**config.mk**
```make
export PLATFORM = sky130hd
export DESIGN_NAME = tpb_timer
export DESIGN_NICKNAME = d
export VERILOG_FILES = /design/src/tpb_pkg.sv /design/src/tpb_prescaler.sv /design/src/tpb_timer.sv
export VERILOG_INCLUDE_DIRS = /design/src
export SDC_FILE = /design/constraint.sdc
export NUM_CORES = 1
export LEC_CHECK = 0
export BUFFER_PORTS_ARGS = -buffer_cell sky130_fd_sc_hd__buf_2
export CAP_MARGIN = 20
export CORE_MARGIN = 8
export CORE_UTILIZATION = 55
export DETAILED_ROUTE_END_ITERATION = 12
export GPL_TIMING_DRIVEN = 0
export HOLD_SLACK_MARGIN = 0.02
export PLACE_DENSITY = 0.75
export SETUP_SLACK_MARGIN = 0.2
export SLEW_MARGIN = 20
export SYNTH_ARGS = -nofsm -noshare
export SYNTH_HDL_FRONTEND = slang
export SYNTH_SLANG_ARGS = --single-unit
export TNS_END_PERCENT = 5
```
**constraint.sdc**
```tcl
create_clock -name i_sys_clk -period 3.33 [get_ports i_sys_clk]
set_input_delay 0.4995 -clock i_sys_clk [delete_from_list [all_inputs] [get_ports i_sys_clk]]
set_output_delay 0.4995 -clock i_sys_clk [all_outputs]
set_load 0.02 [all_outputs]
```
**src/tpb_cfg.svh**
```systemverilog
`ifndef TPB_CFG_SVH
`define TPB_CFG_SVH

// ------------------------------------------------------------
// Register byte offsets
// ------------------------------------------------------------
`define TPB_OFS_CTRL1 8'h00
`define TPB_OFS_CTRL2 8'h04
`define TPB_OFS_UPPER 8'h08
`define TPB_OFS_RLD_LO 8'h0C
`define TPB_OFS_DUTY_LO 8'h10
`define TPB_OFS_PSC_CNT 8'h14
`define TPB_OFS_BZ_CTRL 8'h18
`define TPB_OFS_IRQ_FLAG 8'h1C
`define TPB_OFS_IRQ_EN 8'h20
`define TPB_OFS_GLOBAL 8'h24

// ------------------------------------------------------------
// Field positions
// ------------------------------------------------------------
`define TPB_C1_RUN 0
`define TPB_C1_RELOAD 1
`define TPB_C1_ONESHOT 2
`define TPB_C1_PWM_AL 6
`define TPB_C1_PWM_EN 7
`define TPB_C2_SRC 5
`define TPB_C2_EDGE 4
`define TPB_C2_PSC_EN_N 3
`define TPB_UP_RLD_HI 4
`define TPB_UP_DUTY_HI 0
`define TPB_BZ_EN 7
`define TPB_IRQ_UF 3
`define TPB_GLOBAL_GIE 7

// ------------------------------------------------------------
// Reset values and constants
// ------------------------------------------------------------
`define TPB_RST_CTRL1 8'h00
`define TPB_RST_CTRL2 6'h08
`define TPB_RST_BZ_SEL 4'hF
`define TPB_RST_PSC 8'hFF
`define TPB_FREE_START 10'h3FF
`define TPB_RST_RELOAD 10'h3FF

`endif

```
**src/tpb_pkg.sv**
```systemverilog
package tpb_pkg;
    typedef logic [9:0] tpb_count_t;
    typedef logic [7:0] tpb_byte_t;
    // Which source currently owns the shared output pin
    typedef enum logic [1:0] {
        TPB_PIN_NONE = 2'b00,
        TPB_PIN_CMP = 2'b01,
        TPB_PIN_PWM = 2'b10,
        TPB_PIN_BUZ = 2'b11
    } tpb_pin_src_t;
endpackage : tpb_pkg

```
**src/tpb_prescaler.sv**
```systemverilog
`timescale 1ns/100ps
`include "tpb_cfg.svh"

module tpb_prescaler
    import tpb_pkg::*;
(
    input wire logic i_sys_clk,
    input wire logic i_arst_n,
    input wire logic i_src_tick,
    input wire logic i_enable_n,
    input wire logic [2:0] i_ratio,
    output logic o_tick,
    output tpb_byte_t o_count
);
    tpb_byte_t next_count;
    tpb_byte_t mask;

    always_comb begin
        next_count = o_count + 8'h01;
        mask = tpb_byte_t'((9'h002 << i_ratio) - 9'h001);
    end

    // ------------------------------------------------------------
    // Free count of source ticks; divide 2^(ratio+1) when enabled
    // ------------------------------------------------------------
    always_ff @(posedge i_sys_clk or negedge i_arst_n) begin
        if (!i_arst_n) begin
            o_count <= `TPB_RST_PSC;
        end else if (i_src_tick) begin
            o_count <= next_count;
        end
    end

    always_comb begin
        if (i_enable_n) begin
            o_tick = i_src_tick;
        end else begin
            o_tick = i_src_tick && ((next_count & mask) == 8'h00);
        end
    end
endmodule : tpb_prescaler

```
**src/tpb_timer.sv**
```systemverilog
`timescale 1ns/100ps
`include "tpb_cfg.svh"

// What this block does
// 10-bit down-counter fed by a prescaler
// Reload buffer reaches counter at underflow when running
// Low reload write loads counter while stopped
// Timer read returns live count
// Run enable at first control bit 0
// Source bit 5 picks pin or instruction clock
// Edge bit 4 picks falling or rising edge
// Active-low prescaler enable, ratios 1:2 to 1:256
// Prescaler count readable
// One-shot counts down once to zero
// Free-run restarts from reload or 0x3FF
// Underflow sets flag; gated interrupt request
// Flag stays until software writes zero
// PWM enable drives pin as output
// Polarity bit makes PWM active low
// Duty gives active clocks; zero never active
// Software keeps duty within reload value
// New duty applied only after underflow
// Buzzer enable drives pin as output
// Buzzer source prescaler or timer by top bit
// Pin priority comparator, PWM, then buzzer
// Low bits pick divide or counter bit
// External clock synchronised, edge detected
module tpb_timer
    import tpb_pkg::*;
(
    input wire logic i_sys_clk,
    input wire logic i_arst_n,
    input wire logic psel,
    input wire logic penable,
    input wire logic pwrite,
    input wire logic [7:0] paddr,
    input wire logic [31:0] pwdata,
    output logic [31:0] prdata,
    output logic pready,
    output logic pslverr,
    input wire logic i_instr_tick,
    input wire logic i_external_count_clock,
    input wire logic i_cmp_out,
    input wire logic i_cmp_out_enable,
    output logic o_port_b_pin3_out,
    output logic o_port_b_pin3_oe_n,
    output logic o_irq
);
    // ------------------------------------------------------------
    // Declarations
    // ------------------------------------------------------------
    tpb_byte_t ctrl1;
    logic [5:0] ctrl2;
    logic [1:0] reload_hi;
    logic [1:0] duty_hi;
    tpb_count_t reload_val;
    tpb_count_t duty_buf;
    tpb_count_t duty_act;
    tpb_count_t count;
    logic buzzer_enable;
    logic [3:0] buzzer_freq_select;
    logic underflow_flag;
    logic underflow_irq_enable;
    logic global_irq_enable;
    logic ext_meta;
    logic ext_sync;
    logic ext_prev;
    logic src_tick;
    logic cnt_tick;
    logic underflow;
    tpb_byte_t prescaler_count_readback;
    logic acc;
    logic wr;
    logic mapped;
    logic pwm_level;
    logic buzzer_wave_out;
    tpb_pin_src_t pin_src;
    logic [31:0] next_rdata;

    // ------------------------------------------------------------
    // APB decode
    // ------------------------------------------------------------
    assign acc = psel && penable && pready;
    assign wr = acc && pwrite;

    always_comb begin
        mapped = 1'b1;
        next_rdata = 32'h0000_0000;
        case (paddr)
            `TPB_OFS_CTRL1: next_rdata[7:0] = ctrl1;
            `TPB_OFS_CTRL2: next_rdata[5:0] = ctrl2;
            `TPB_OFS_UPPER: begin
                next_rdata[5:4] = count[9:8];
                next_rdata[1:0] = duty_hi;
            end
            `TPB_OFS_RLD_LO: next_rdata[7:0] = count[7:0];
            `TPB_OFS_DUTY_LO: next_rdata[7:0] = duty_buf[7:0];
            `TPB_OFS_PSC_CNT: begin
                next_rdata[7:0] = prescaler_count_readback;
            end
            `TPB_OFS_BZ_CTRL: begin
                next_rdata[7] = buzzer_enable;
                next_rdata[3:0] = buzzer_freq_select;
            end
            `TPB_OFS_IRQ_FLAG: next_rdata[3] = underflow_flag;
            `TPB_OFS_IRQ_EN: next_rdata[3] = underflow_irq_enable;
            `TPB_OFS_GLOBAL: next_rdata[7] = global_irq_enable;
            default: mapped = 1'b0;
        endcase
    end

    // One wait state: answer registered in the first access cycle
    always_ff @(posedge i_sys_clk or negedge i_arst_n) begin
        if (!i_arst_n) begin
            pready <= 1'b0;
            prdata <= 32'h0000_0000;
            pslverr <= 1'b0;
        end else begin
            pready <= psel && penable && !pready;
            if (psel && penable && !pready) begin
                prdata <= pwrite ? 32'h0000_0000 : next_rdata;
                pslverr <= !mapped;
            end else begin
                prdata <= 32'h0000_0000;
                pslverr <= 1'b0;
            end
        end
    end

    // ------------------------------------------------------------
    // Control registers
    // ------------------------------------------------------------
    always_ff @(posedge i_sys_clk or negedge i_arst_n) begin
        if (!i_arst_n) begin
            ctrl1 <= `TPB_RST_CTRL1;
        end else if (wr && paddr == `TPB_OFS_CTRL1) begin
            ctrl1 <= pwdata[7:0];
        end else if (underflow && ctrl1[`TPB_C1_ONESHOT]) begin
            ctrl1[`TPB_C1_RUN] <= 1'b0;
        end
    end

    always_ff @(posedge i_sys_clk or negedge i_arst_n) begin
        if (!i_arst_n) begin
            ctrl2 <= `TPB_RST_CTRL2;
            buzzer_enable <= 1'b0;
            buzzer_freq_select <= `TPB_RST_BZ_SEL;
            underflow_irq_enable <= 1'b0;
            global_irq_enable <= 1'b0;
        end else if (wr) begin
            case (paddr)
                `TPB_OFS_CTRL2: ctrl2 <= pwdata[5:0];
                `TPB_OFS_BZ_CTRL: begin
                    buzzer_enable <= pwdata[`TPB_BZ_EN];
                    buzzer_freq_select <= pwdata[3:0];
                end
                `TPB_OFS_IRQ_EN: begin
                    underflow_irq_enable <= pwdata[`TPB_IRQ_UF];
                end
                `TPB_OFS_GLOBAL: begin
                    global_irq_enable <= pwdata[`TPB_GLOBAL_GIE];
                end
                default: ;
            endcase
        end
    end

    // ------------------------------------------------------------
    // Double buffers for reload and duty
    // ------------------------------------------------------------
    always_ff @(posedge i_sys_clk or negedge i_arst_n) begin
        if (!i_arst_n) begin
            reload_hi <= 2'h0;
            duty_hi <= 2'h0;
            reload_val <= `TPB_RST_RELOAD;
            duty_buf <= 10'h000;
        end else if (wr) begin
            case (paddr)
                `TPB_OFS_UPPER: begin
                    reload_hi <= pwdata[`TPB_UP_RLD_HI +: 2];
                    duty_hi <= pwdata[`TPB_UP_DUTY_HI +: 2];
                end
                `TPB_OFS_RLD_LO: reload_val <= {reload_hi, pwdata[7:0]};
                `TPB_OFS_DUTY_LO: duty_buf <= {duty_hi, pwdata[7:0]};
                default: ;
            endcase
        end
    end

    // Live duty only follows the buffer at underflow
    always_ff @(posedge i_sys_clk or negedge i_arst_n) begin
        if (!i_arst_n) begin
            duty_act <= 10'h000;
        end else if (underflow) begin
            duty_act <= duty_buf;
        end
    end

    // ------------------------------------------------------------
    // Count source: synchronised pin edge or instruction tick
    // ------------------------------------------------------------
    always_ff @(posedge i_sys_clk or negedge i_arst_n) begin
        if (!i_arst_n) begin
            ext_meta <= 1'b0;
            ext_sync <= 1'b0;
            ext_prev <= 1'b0;
        end else begin
            ext_meta <= i_external_count_clock;
            ext_sync <= ext_meta;
            ext_prev <= ext_sync;
        end
    end

    always_comb begin
        if (!ctrl1[`TPB_C1_RUN]) begin
            src_tick = 1'b0;
        end else if (ctrl2[`TPB_C2_SRC]) begin

            src_tick = ctrl2[`TPB_C2_EDGE] ? (ext_prev && !ext_sync)
                                           : (!ext_prev && ext_sync);
        end else begin
            src_tick = i_instr_tick;
        end
    end

    tpb_prescaler u_prescaler (
        .i_sys_clk(i_sys_clk),
        .i_arst_n(i_arst_n),
        .i_src_tick(src_tick),
        .i_enable_n(ctrl2[`TPB_C2_PSC_EN_N]),
        .i_ratio(ctrl2[2:0]),
        .o_tick(cnt_tick),
        .o_count(prescaler_count_readback)
    );

    // ------------------------------------------------------------
    // Down counter
    // ------------------------------------------------------------
    assign underflow = cnt_tick && (count == 10'h000);

    always_ff @(posedge i_sys_clk or negedge i_arst_n) begin
        if (!i_arst_n) begin
            count <= `TPB_RST_RELOAD;
        end else if (wr && paddr == `TPB_OFS_RLD_LO
                     && !ctrl1[`TPB_C1_RUN]) begin
            count <= {reload_hi, pwdata[7:0]};
        end else if (underflow) begin
            if (ctrl1[`TPB_C1_ONESHOT] || ctrl1[`TPB_C1_RELOAD]) begin
                count <= reload_val;
            end else begin
                count <= `TPB_FREE_START;
            end
        end else if (cnt_tick) begin
            count <= count - 10'h001;
        end
    end

    // ------------------------------------------------------------
    // Underflow flag and interrupt request
    // ------------------------------------------------------------
    always_ff @(posedge i_sys_clk or negedge i_arst_n) begin
        if (!i_arst_n) begin
            underflow_flag <= 1'b0;
        end else if (underflow) begin
            underflow_flag <= 1'b1;
        end else if (wr && paddr == `TPB_OFS_IRQ_FLAG
                     && !pwdata[`TPB_IRQ_UF]) begin
            underflow_flag <= 1'b0;
        end
    end

    always_ff @(posedge i_sys_clk or negedge i_arst_n) begin
        if (!i_arst_n) begin
            o_irq <= 1'b0;
        end else begin

            o_irq <= underflow_flag && underflow_irq_enable
                     && global_irq_enable;
        end
    end

    // ------------------------------------------------------------
    // PWM and buzzer generators
    // ------------------------------------------------------------
    // Active for duty_act counts of each frame
    assign pwm_level = (count < duty_act) ^ ctrl1[`TPB_C1_PWM_AL];

    always_ff @(posedge i_sys_clk or negedge i_arst_n) begin
        if (!i_arst_n) begin
            buzzer_wave_out <= 1'b0;
        end else if (buzzer_freq_select[3]) begin
            buzzer_wave_out <= count[buzzer_freq_select[2:0]];
        end else begin

            buzzer_wave_out <=
                prescaler_count_readback[buzzer_freq_select[2:0]];
        end
    end

    // ------------------------------------------------------------
    // Pin ownership
    // ------------------------------------------------------------
    always_comb begin
        if (i_cmp_out_enable) begin
            pin_src = TPB_PIN_CMP;
        end else if (ctrl1[`TPB_C1_PWM_EN]) begin
            pin_src = TPB_PIN_PWM;
        end else if (buzzer_enable) begin
            pin_src = TPB_PIN_BUZ;
        end else begin
            pin_src = TPB_PIN_NONE;
        end
    end

    always_ff @(posedge i_sys_clk or negedge i_arst_n) begin
        if (!i_arst_n) begin
            o_port_b_pin3_out <= 1'b0;
            o_port_b_pin3_oe_n <= 1'b1;
        end else begin
            o_port_b_pin3_oe_n <= (pin_src == TPB_PIN_NONE);
            case (pin_src)
                TPB_PIN_CMP: o_port_b_pin3_out <= i_cmp_out;
                TPB_PIN_PWM: o_port_b_pin3_out <= pwm_level;
                TPB_PIN_BUZ: o_port_b_pin3_out <= buzzer_wave_out;
                default: o_port_b_pin3_out <= 1'b0;
            endcase
        end
    end

    // ------------------------------------------------------------
    // Assertions
    // ------------------------------------------------------------
    property p_uf_sets_flag;
        @(posedge i_sys_clk) disable iff (!i_arst_n)
        underflow |=> underflow_flag;
    endproperty
    a_uf_sets_flag: assert property (p_uf_sets_flag)
        else $error("underflow did not set flag");

    property p_flag_sticky;
        @(posedge i_sys_clk) disable iff (!i_arst_n)
        underflow_flag && !(wr && paddr == `TPB_OFS_IRQ_FLAG)
        |=> underflow_flag;
    endproperty
    a_flag_sticky: assert property (p_flag_sticky)
        else $error("flag cleared without software write");

    property p_irq_gate;
        @(posedge i_sys_clk) disable iff (!i_arst_n)
        underflow && underflow_irq_enable && global_irq_enable && !wr
        |=> ##1 o_irq;
    endproperty
    a_irq_gate: assert property (p_irq_gate)
        else $error("interrupt request not gated correctly");

    property p_stopped_hold;
        @(posedge i_sys_clk) disable iff (!i_arst_n)
        !ctrl1[`TPB_C1_RUN] && !wr |=> $stable(count);
    endproperty
    a_stopped_hold: assert property (p_stopped_hold)
        else $error("counter moved while stopped");

    property p_free_start;
        @(posedge i_sys_clk) disable iff (!i_arst_n)
        underflow && !ctrl1[`TPB_C1_ONESHOT] && !ctrl1[`TPB_C1_RELOAD]
        && !wr |=> count == `TPB_FREE_START;
    endproperty
    a_free_start: assert property (p_free_start)
        else $error("free run did not restart from top");

    property p_reload_restart;
        @(posedge i_sys_clk) disable iff (!i_arst_n)
        underflow && ctrl1[`TPB_C1_RELOAD] && !wr
        |=> count == $past(reload_val);
    endproperty
    a_reload_restart: assert property (p_reload_restart)
        else $error("reload value not applied at underflow");

    property p_oneshot_stop;
        @(posedge i_sys_clk) disable iff (!i_arst_n)
        underflow && ctrl1[`TPB_C1_ONESHOT] && !wr
        |=> !ctrl1[`TPB_C1_RUN];
    endproperty
    a_oneshot_stop: assert property (p_oneshot_stop)
        else $error("one-shot kept running");

    property p_stopped_load;
        @(posedge i_sys_clk) disable iff (!i_arst_n)
        wr && paddr == `TPB_OFS_RLD_LO && !ctrl1[`TPB_C1_RUN]
        |=> count[7:0] == $past(pwdata[7:0]);
    endproperty
    a_stopped_load: assert property (p_stopped_load)
        else $error("stopped reload write not loaded");

    property p_duty_at_uf;
        @(posedge i_sys_clk) disable iff (!i_arst_n)
        !underflow |=> $stable(duty_act);
    endproperty
    a_duty_at_uf: assert property (p_duty_at_uf)
        else $error("duty changed outside underflow");

    property p_cmp_priority;
        @(posedge i_sys_clk) disable iff (!i_arst_n)
        i_cmp_out_enable |=> !o_port_b_pin3_oe_n
                             && o_port_b_pin3_out == $past(i_cmp_out);
    endproperty
    a_cmp_priority: assert property (p_cmp_priority)
        else $error("comparator lost pin priority");

    property p_pwm_drive;
        @(posedge i_sys_clk) disable iff (!i_arst_n)
        !i_cmp_out_enable && ctrl1[`TPB_C1_PWM_EN]
        |=> !o_port_b_pin3_oe_n && o_port_b_pin3_out == $past(pwm_level);
    endproperty
    a_pwm_drive: assert property (p_pwm_drive)
        else $error("PWM not driven on pin");

    property p_zero_duty;
        @(posedge i_sys_clk) disable iff (!i_arst_n)
        duty_act == 10'h000 |-> pwm_level == ctrl1[`TPB_C1_PWM_AL];
    endproperty
    a_zero_duty: assert property (p_zero_duty)
        else $error("zero duty produced active level");

    c_underflow: cover property (@(posedge i_sys_clk) underflow);
    c_oneshot: cover property (@(posedge i_sys_clk)
        underflow && ctrl1[`TPB_C1_ONESHOT]);
    c_irq: cover property (@(posedge i_sys_clk) o_irq);
    c_buzzer: cover property (@(posedge i_sys_clk)
        o_port_b_pin3_oe_n == 1'b0 && pin_src == TPB_PIN_BUZ);
endmodule : tpb_timer

```
Yosys cells after proc, flatten, opt, wreduce, memory -nomap -nowiden
Cells that the tools add are included.
{"block": "totals", "output_inout_bits": 37, "ff_bits": 115, "word_cells": 115, "inputBits": 49}
{"block": "op_classes", "shift": 1, "eq_ne": 12, "n_lt_le_gt_ge": 3, "muxes": 31, "reduce_logical": 38, "add_sub_neg": 3, "n_bitwise": 2}
{"operator": "$mux 10", "n": 4}
{"operator": "$eq 8x5->1 const B", "n": 4}
{"operator": "$eq 8x4->1 const B", "n": 2}
{"operator": "$eq 8x6->1 const B", "n": 2}
{"operator": "$logic_and 1x1->1", "n": 16}
{"operator": "$logic_not 8->1", "n": 2}
{"operator": "$mux 8", "n": 2}
{"operator": "$pmux 2 s7", "n": 1}
{"operator": "$reduce_and 2->1", "n": 7}
{"operator": "$mux 1", "n": 13}
{"operator": "$pmux 1 s6", "n": 2}
{"operator": "$pmux 2 s6", "n": 1}
{"operator": "$logic_not 10->1", "n": 1}
{"operator": "$lt 10x10->1", "n": 1}
{"operator": "$reduce_or 10->1", "n": 1}
{"operator": "$sub 10x1->10 const B", "n": 1}
{"operator": "$add 8x1->8 const B", "n": 1}
{"operator": "$and 8x8->8", "n": 1}
{"operator": "$eq 8x3->1 const B", "n": 1}
{"operator": "$pmux 1 s8", "n": 1}
{"operator": "$shl 2x3->8 const A", "n": 1}
{"operator": "$sub 8x1->8 const B", "n": 1}
{"operator": "$bmux 1 s3", "n": 2}
{"operator": "$logic_not 1->1", "n": 6}
{"operator": "12 further kinds", "n": 16}

Longest topological paths before layout
{"block": "logic_depth", "ltp_word": 11, "ltp_mapped": 12}

By module
From an unflattened synthesis, not the netlist that was laid out.
{"block": "hier_totals", "hier_cells": 487, "hier_area_um2": 5126.2}
{"module": "tpb_timer", "cells_each": 423, "area_each_um2": 4514.3, "instances": 1}
{"module": "tpb_prescaler", "cells_each": 64, "area_each_um2": 611.8, "instances": 1}

Worst setup path before layout
OpenSTA, ideal clock, no wires.
{"block": "synth_path", "kind": "register to register", "startpoint": "register ctrl2[2]", "endpoint": "register duty_act[2]", "stages_incl_launch_ff": 11, "setup_ns": 0.127, "period_less_slack_ns": 2.575, "path_buffers": 2, "required_ns": 3.203, "path_slack_ns": 0.755, "arrival_time_ns": 2.447, "path_cell_list": "dfrtp_1 -> buf_6 -> or3_4 -> ha_1 -> o21ai_0 -> a221oi_2 -> o2111ai_1 -> o21ai_2 -> and3_2 -> buf_6 -> mux2_1"}
{"block": "synth_between", "elab_chain_len": 7}
{"item": "from (decl)", "line_no": "tpb_timer.sv:53", "rtl": "logic [5:0] ctrl2;"}
{"item": "from (signal assigned)", "line_no": "tpb_timer.sv:145", "rtl": "ctrl2 <= `TPB_RST_CTRL2;"}
{"item": "from (signal assigned)", "line_no": "tpb_timer.sv:152", "rtl": "`TPB_OFS_CTRL2: ctrl2 <= pwdata[5:0];"}
{"item": "$shl 2x3->8", "line_no": "tpb_prescaler.sv:20", "rtl": "mask = tpb_byte_t'((9'h002 << i_ratio) - 9'h001);"}
{"item": "$sub 8x1->8", "line_no": "tpb_prescaler.sv:20"}
{"item": "$and 8x8->8", "line_no": "tpb_prescaler.sv:38", "rtl": "o_tick = i_src_tick && ((next_count & mask) == 8'h00);"}
{"item": "$logic_not 8->1", "line_no": "tpb_prescaler.sv:38"}
{"item": "$logic_and 1x1->1", "line_no": "tpb_prescaler.sv:38"}
{"item": "$mux 1", "line_no": "tpb_prescaler.sv:35", "rtl": "if (i_enable_n) begin"}
{"item": "$logic_and 1x1->1", "line_no": "tpb_timer.sv:239", "rtl": "assign underflow = cnt_tick && (count == 10'h000);"}
{"item": "to (signal assigned)", "line_no": "tpb_timer.sv:195", "rtl": "duty_act <= duty_buf;"}
{"item": "to (decl)", "line_no": "tpb_timer.sv:58", "rtl": "tpb_count_t duty_act;"}
Every way passes these cells.
A chain may end at the register's enable or synchronous reset.

Worst setup path in the final report
{"block": "layout_path", "startpoint": "register ctrl2[0]", "endpoint": "register duty_act[8]"}
The elaborated chain is that of the path after synthesis.

==> results list <==
- The run finished with clean final reports.
- Max Fanout on Critical Path: 10
- Input and output buffers added on the ports amount to 35.
- The largest total area in the synthesized netlist belongs to sky130_fd_sc_hd__dfrtp_1.
* Buffers plus inverters on the worst setup path: 2
- Vias per cell: 6.01
* Count of maximum capacitance violations: 0
* Initial antenna violation count: 0
* Buffers from clock root to sink, at most: 2
- Worst Setup Start Kind: flop
- Dividing the final minimum period by the clock period gives 0.875.
- Area share of the leading cell type in the synthesized netlist: 0.285
- Static timing analysis puts the maximum clock frequency at 343 MHz.
* Most instantiated flip-flop cell in the synthesis netlist: sky130_fd_sc_hd__dfrtp_1
* Post-CTS Repair Setup Buffers: 0
* Number of levels the H-tree was split into: 3
- In this run, post-CTS hold repair placed 0 buffers.
* Pwr dens: 364 nW/um^2
* Share of synthesized area occupied by flip-flops and latches: 0.463
* Nature of the critical path endpoint: flop
- Class of the most critical hold timing path: in2async
- The region available for standard cell placement spans 9020 sq um.
- 0 antenna diodes ended up in the layout.
* Slowest cell on crit path: sky130_fd_sc_hd__or3_4
- Data arrives at the worst endpoint at 3.17 ns.
* Kind of cell adding the most delay to the critical path: compound AO/OA/AOI/OAI gates
- From synthesis to final layout, the design area changed by 12.6%.
- Floorplan die width: 111 microns
- TritonCTS built the clock tree.
* Final Instance Area: 5640 sq um
- Walking the worst path, the cells encountered are clkbuf_1, or3_4, ha_1, o21ai_0, a221oi_2, o2111ai_1, o21ai_2, and3_2, buf_6, mux2_1.
* Logic depth of the worst register-to-register path: 10
- For this run, design rule violations remaining after detail routing come to 0.
- Routed Antenna Nets: 0
- The pre-antenna-repair detailed-routing pass consisted of 4 iterations.
* Clock skew after layout: 0.0113 ns
- DRT iter0 DRCs: 223
* Data required time of the critical path: 3.58 ns
- Routed wire length: 12600 microns
* IR Drop Worst-Case VDD: 0.233 mV
- In this run the core area contains 35 standard-cell rows.
- Async set-or-reset flop fraction in the synthesized netlist: 1.00
- Vias after detailed routing: 3840
- Number of global-route vias before repair: 3917
- At the end of routability-driven placement, the weighted congestion stood at 0.926.
- Die area: 12400 sq um
- First-pass GRT wire length: 20500 microns
- Number of setup violations in the final report: 0
- Worst Setup Path Type: reg2reg
* Latest clock arrival within the worst-skew pair: 0.37 ns
- The net count of the finished layout is 584.
- Number of flops mapped to enable cells by yosys: 0
- Critical path depth: 10
* Share of cells above drive strength 1: 0.339
- The total overflow left after global routing is 0.
- Counting tap cells, the placed design contains a total of 623 instances.
- Worst stage delay on the critical path: 0.38 ns
- For the final routed database, the setup TNS stands at 0 ns.
- The floorplan step set the die height to 111 microns.
- For this configuration, the core starts out at a cell density of 0.555.
- In this run the mean area of a mapped cell was 11.0 sq um.
- Post-synth cell types: 57
- Synth Warn #: 0
- R2r setup slk: 0.41 ns
- After legalization and detailed placement, the total HPWL measured 9120 microns.
* Crit Reg-Reg Startpoint: ctrl2[0]
- Post_cts resized: 0
- Clock transition at the register clock pins on the worst setup and hold paths after CTS: 0.10 ns
- For this run, the total global-route usage over all layers was measured as 0.205.
- Post-layout min period: 2.92 ns
- Crit path setup slack, layout: 0.415 ns
* Number of buffers created by CTS: 9
* Relative max-transition margin: 0.434
- The critical path starts at ctrl2[0].
- The number of pins exceeding their max-slew limit in the final report is 0.
* Count of fill cells added during filler insertion: 782
- Num Clock Sinks: 91
* Routed length per placed instance: 19.8 microns
* Count of endpoints failing hold in the final timing report: 0
- Leading cell types by total area after synthesis: sky130_fd_sc_hd__dfrtp_1 (28%), sky130_fd_sc_hd__dfstp_2 (18%), sky130_fd_sc_hd__mux2_2 (11%)
- Count of boundary I/O pins: 86
* Post-synthesis sequential element count: 91
- For the pin with the worst max-slew slack, the measured transition is 0.842 ns.
* Mapped Area: 5000 sq um
- Entering global routing, the biggest net connects 59 pins.
- Summed over all cells, the static leakage comes to 2.64 nW.
- Counting every instance in the synthesized netlist gives 453.
- Non-filler cells, final: 639
- Placement-stage cell area: 5440 sq um
- Prior to clock tree synthesis, the placed netlist has a worst setup slack of 0.428 ns.
* Unrepaired setup endpoints after global routing: false
* Master cell of the clock root buffer: sky130_fd_sc_hd__clkbuf_8
[per-stage QoR]
step / hold slack [ns] / power, mW / util
floorplan: 0.204 / 1.23 / -
CTS: 0.0731 / 2.06 / 0.625
global placement: 0.333 / 1.29 / 0.599
global route: 0.0891 / 2.12 / 0.625
detailed placement: 0.342 / 1.29 / 0.602
finish: 0.0639 / 2.05 / 0.625
[per-layer routing]
metal	vias up	wire, microns	track usage
met1	1889	5220	0.260
met2	181	5970	0.328
met4	0	310	0.0818
li1	1744	-	-
met5	-	0	0
met3	26	1120	0.0548
[path summary, 6_finish.rpt]
| kind | endpoint |
|---|---|
| worst min-delay path | global_irq_enable |
| min in group i_sys_clk | ext_meta |
| worst max register to register | duty_act[8] |
| max in group asynchronous | reload_val[9] |
| worst max-delay path | duty_act[8] |
| worst min register to register | ext_sync |
[area by class of cell]
type                            instances  area [sq um]  area share
Buffer                                 44           279      0.0495
Clock inverter                          5          60.1      0.0107
Sequential cell                        91          2320       0.412
Timing Repair Buffer                   36           205      0.0364
Inverter                               13          48.8     0.00866
Multi-Input combinational cell        328          2440       0.434
Tap cell                              111           139      0.0246
Clock buffer                           11           141      0.0251
[Yosys cell counts, types with 3 or more instances]
cell type	n
sky130_fd_sc_hd__a21o_1	4
sky130_fd_sc_hd__a21oi_1	7
sky130_fd_sc_hd__a221o_1	8
sky130_fd_sc_hd__a22oi_1	10
sky130_fd_sc_hd__a31oi_1	8
sky130_fd_sc_hd__a32oi_1	3
sky130_fd_sc_hd__and3_1	4
sky130_fd_sc_hd__buf_2	3
sky130_fd_sc_hd__buf_4	25
sky130_fd_sc_hd__clkbuf_1	13
sky130_fd_sc_hd__dfrtp_1	57
sky130_fd_sc_hd__dfstp_2	34
sky130_fd_sc_hd__ha_1	12
sky130_fd_sc_hd__inv_1	13
sky130_fd_sc_hd__mux2_1	8
sky130_fd_sc_hd__mux2_2	50
sky130_fd_sc_hd__mux2i_1	6
sky130_fd_sc_hd__mux4_2	5
sky130_fd_sc_hd__nand2_1	43
sky130_fd_sc_hd__nand2b_1	4
sky130_fd_sc_hd__nand3_1	7
sky130_fd_sc_hd__nand3b_1	5
sky130_fd_sc_hd__nand4_1	3
sky130_fd_sc_hd__nor2_1	29
sky130_fd_sc_hd__nor2_2	3
sky130_fd_sc_hd__nor2b_1	3
sky130_fd_sc_hd__nor3_1	14
sky130_fd_sc_hd__o211a_1	3
sky130_fd_sc_hd__o211ai_1	3
sky130_fd_sc_hd__o21ai_0	7
sky130_fd_sc_hd__o311a_1	5
sky130_fd_sc_hd__xnor2_1	12
sky130_fd_sc_hd__xor2_1	7
[flip-flops by register name, indices dropped and copies added (netlist names), 2 cells and up]
signal / count
duty_act: 10
buzzer_freq_select: 4
count: 10
duty_hi: 2
duty_buf: 10
ctrl1: 8
u_prescaler.o_count: 8
reload_hi: 2
reload_val: 10
prdata: 8
ctrl2: 6
[cells in the final DEF, fill, tap and decap left out, drive strengths merged, types with 3 or more instances in the layout]
master,Yosys,final
clkbuf,14,25
or3,3,3
dfrtp,57,57
nor2b,3,3
nor2,32,32
a221oi,3,3
nand2,43,43
mux2i,6,6
dfstp,34,34
inv,13,15
nor3,14,14
and3,5,5
ha,12,12
o211ai,3,3
a21oi,7,7
xnor2,12,12
a22oi,10,10
nand2b,4,4
nand4,3,3
xor2,7,7
buf,30,66
o311a,5,5
a32oi,3,3
o21ai,8,8
a221o,8,8
nand3b,5,5
o211a,3,3
mux2,58,58
nand3,7,7
a21o,4,4
conb,1,24
mux4,5,5
a31oi,8,8
[where the power goes]
part           total, mW  internal, mW  switching (mW)
Sequential          1.12          1.12         0.00597
Clock              0.779         0.372           0.407
Combinational      0.153        0.0518           0.101
Total               2.05          1.54           0.514
[kinds of logic after synthesis]
kind of cell,synth area share
compound gates,0.117
xor+xnor,0.0333
fa+ha+maj,0.0300
buf+inv,0.0655
flops,0.464
mux,0.165
other cells,0.000749
simple gates,0.125
Note: power is estimated with default switching activity, not from simulation.
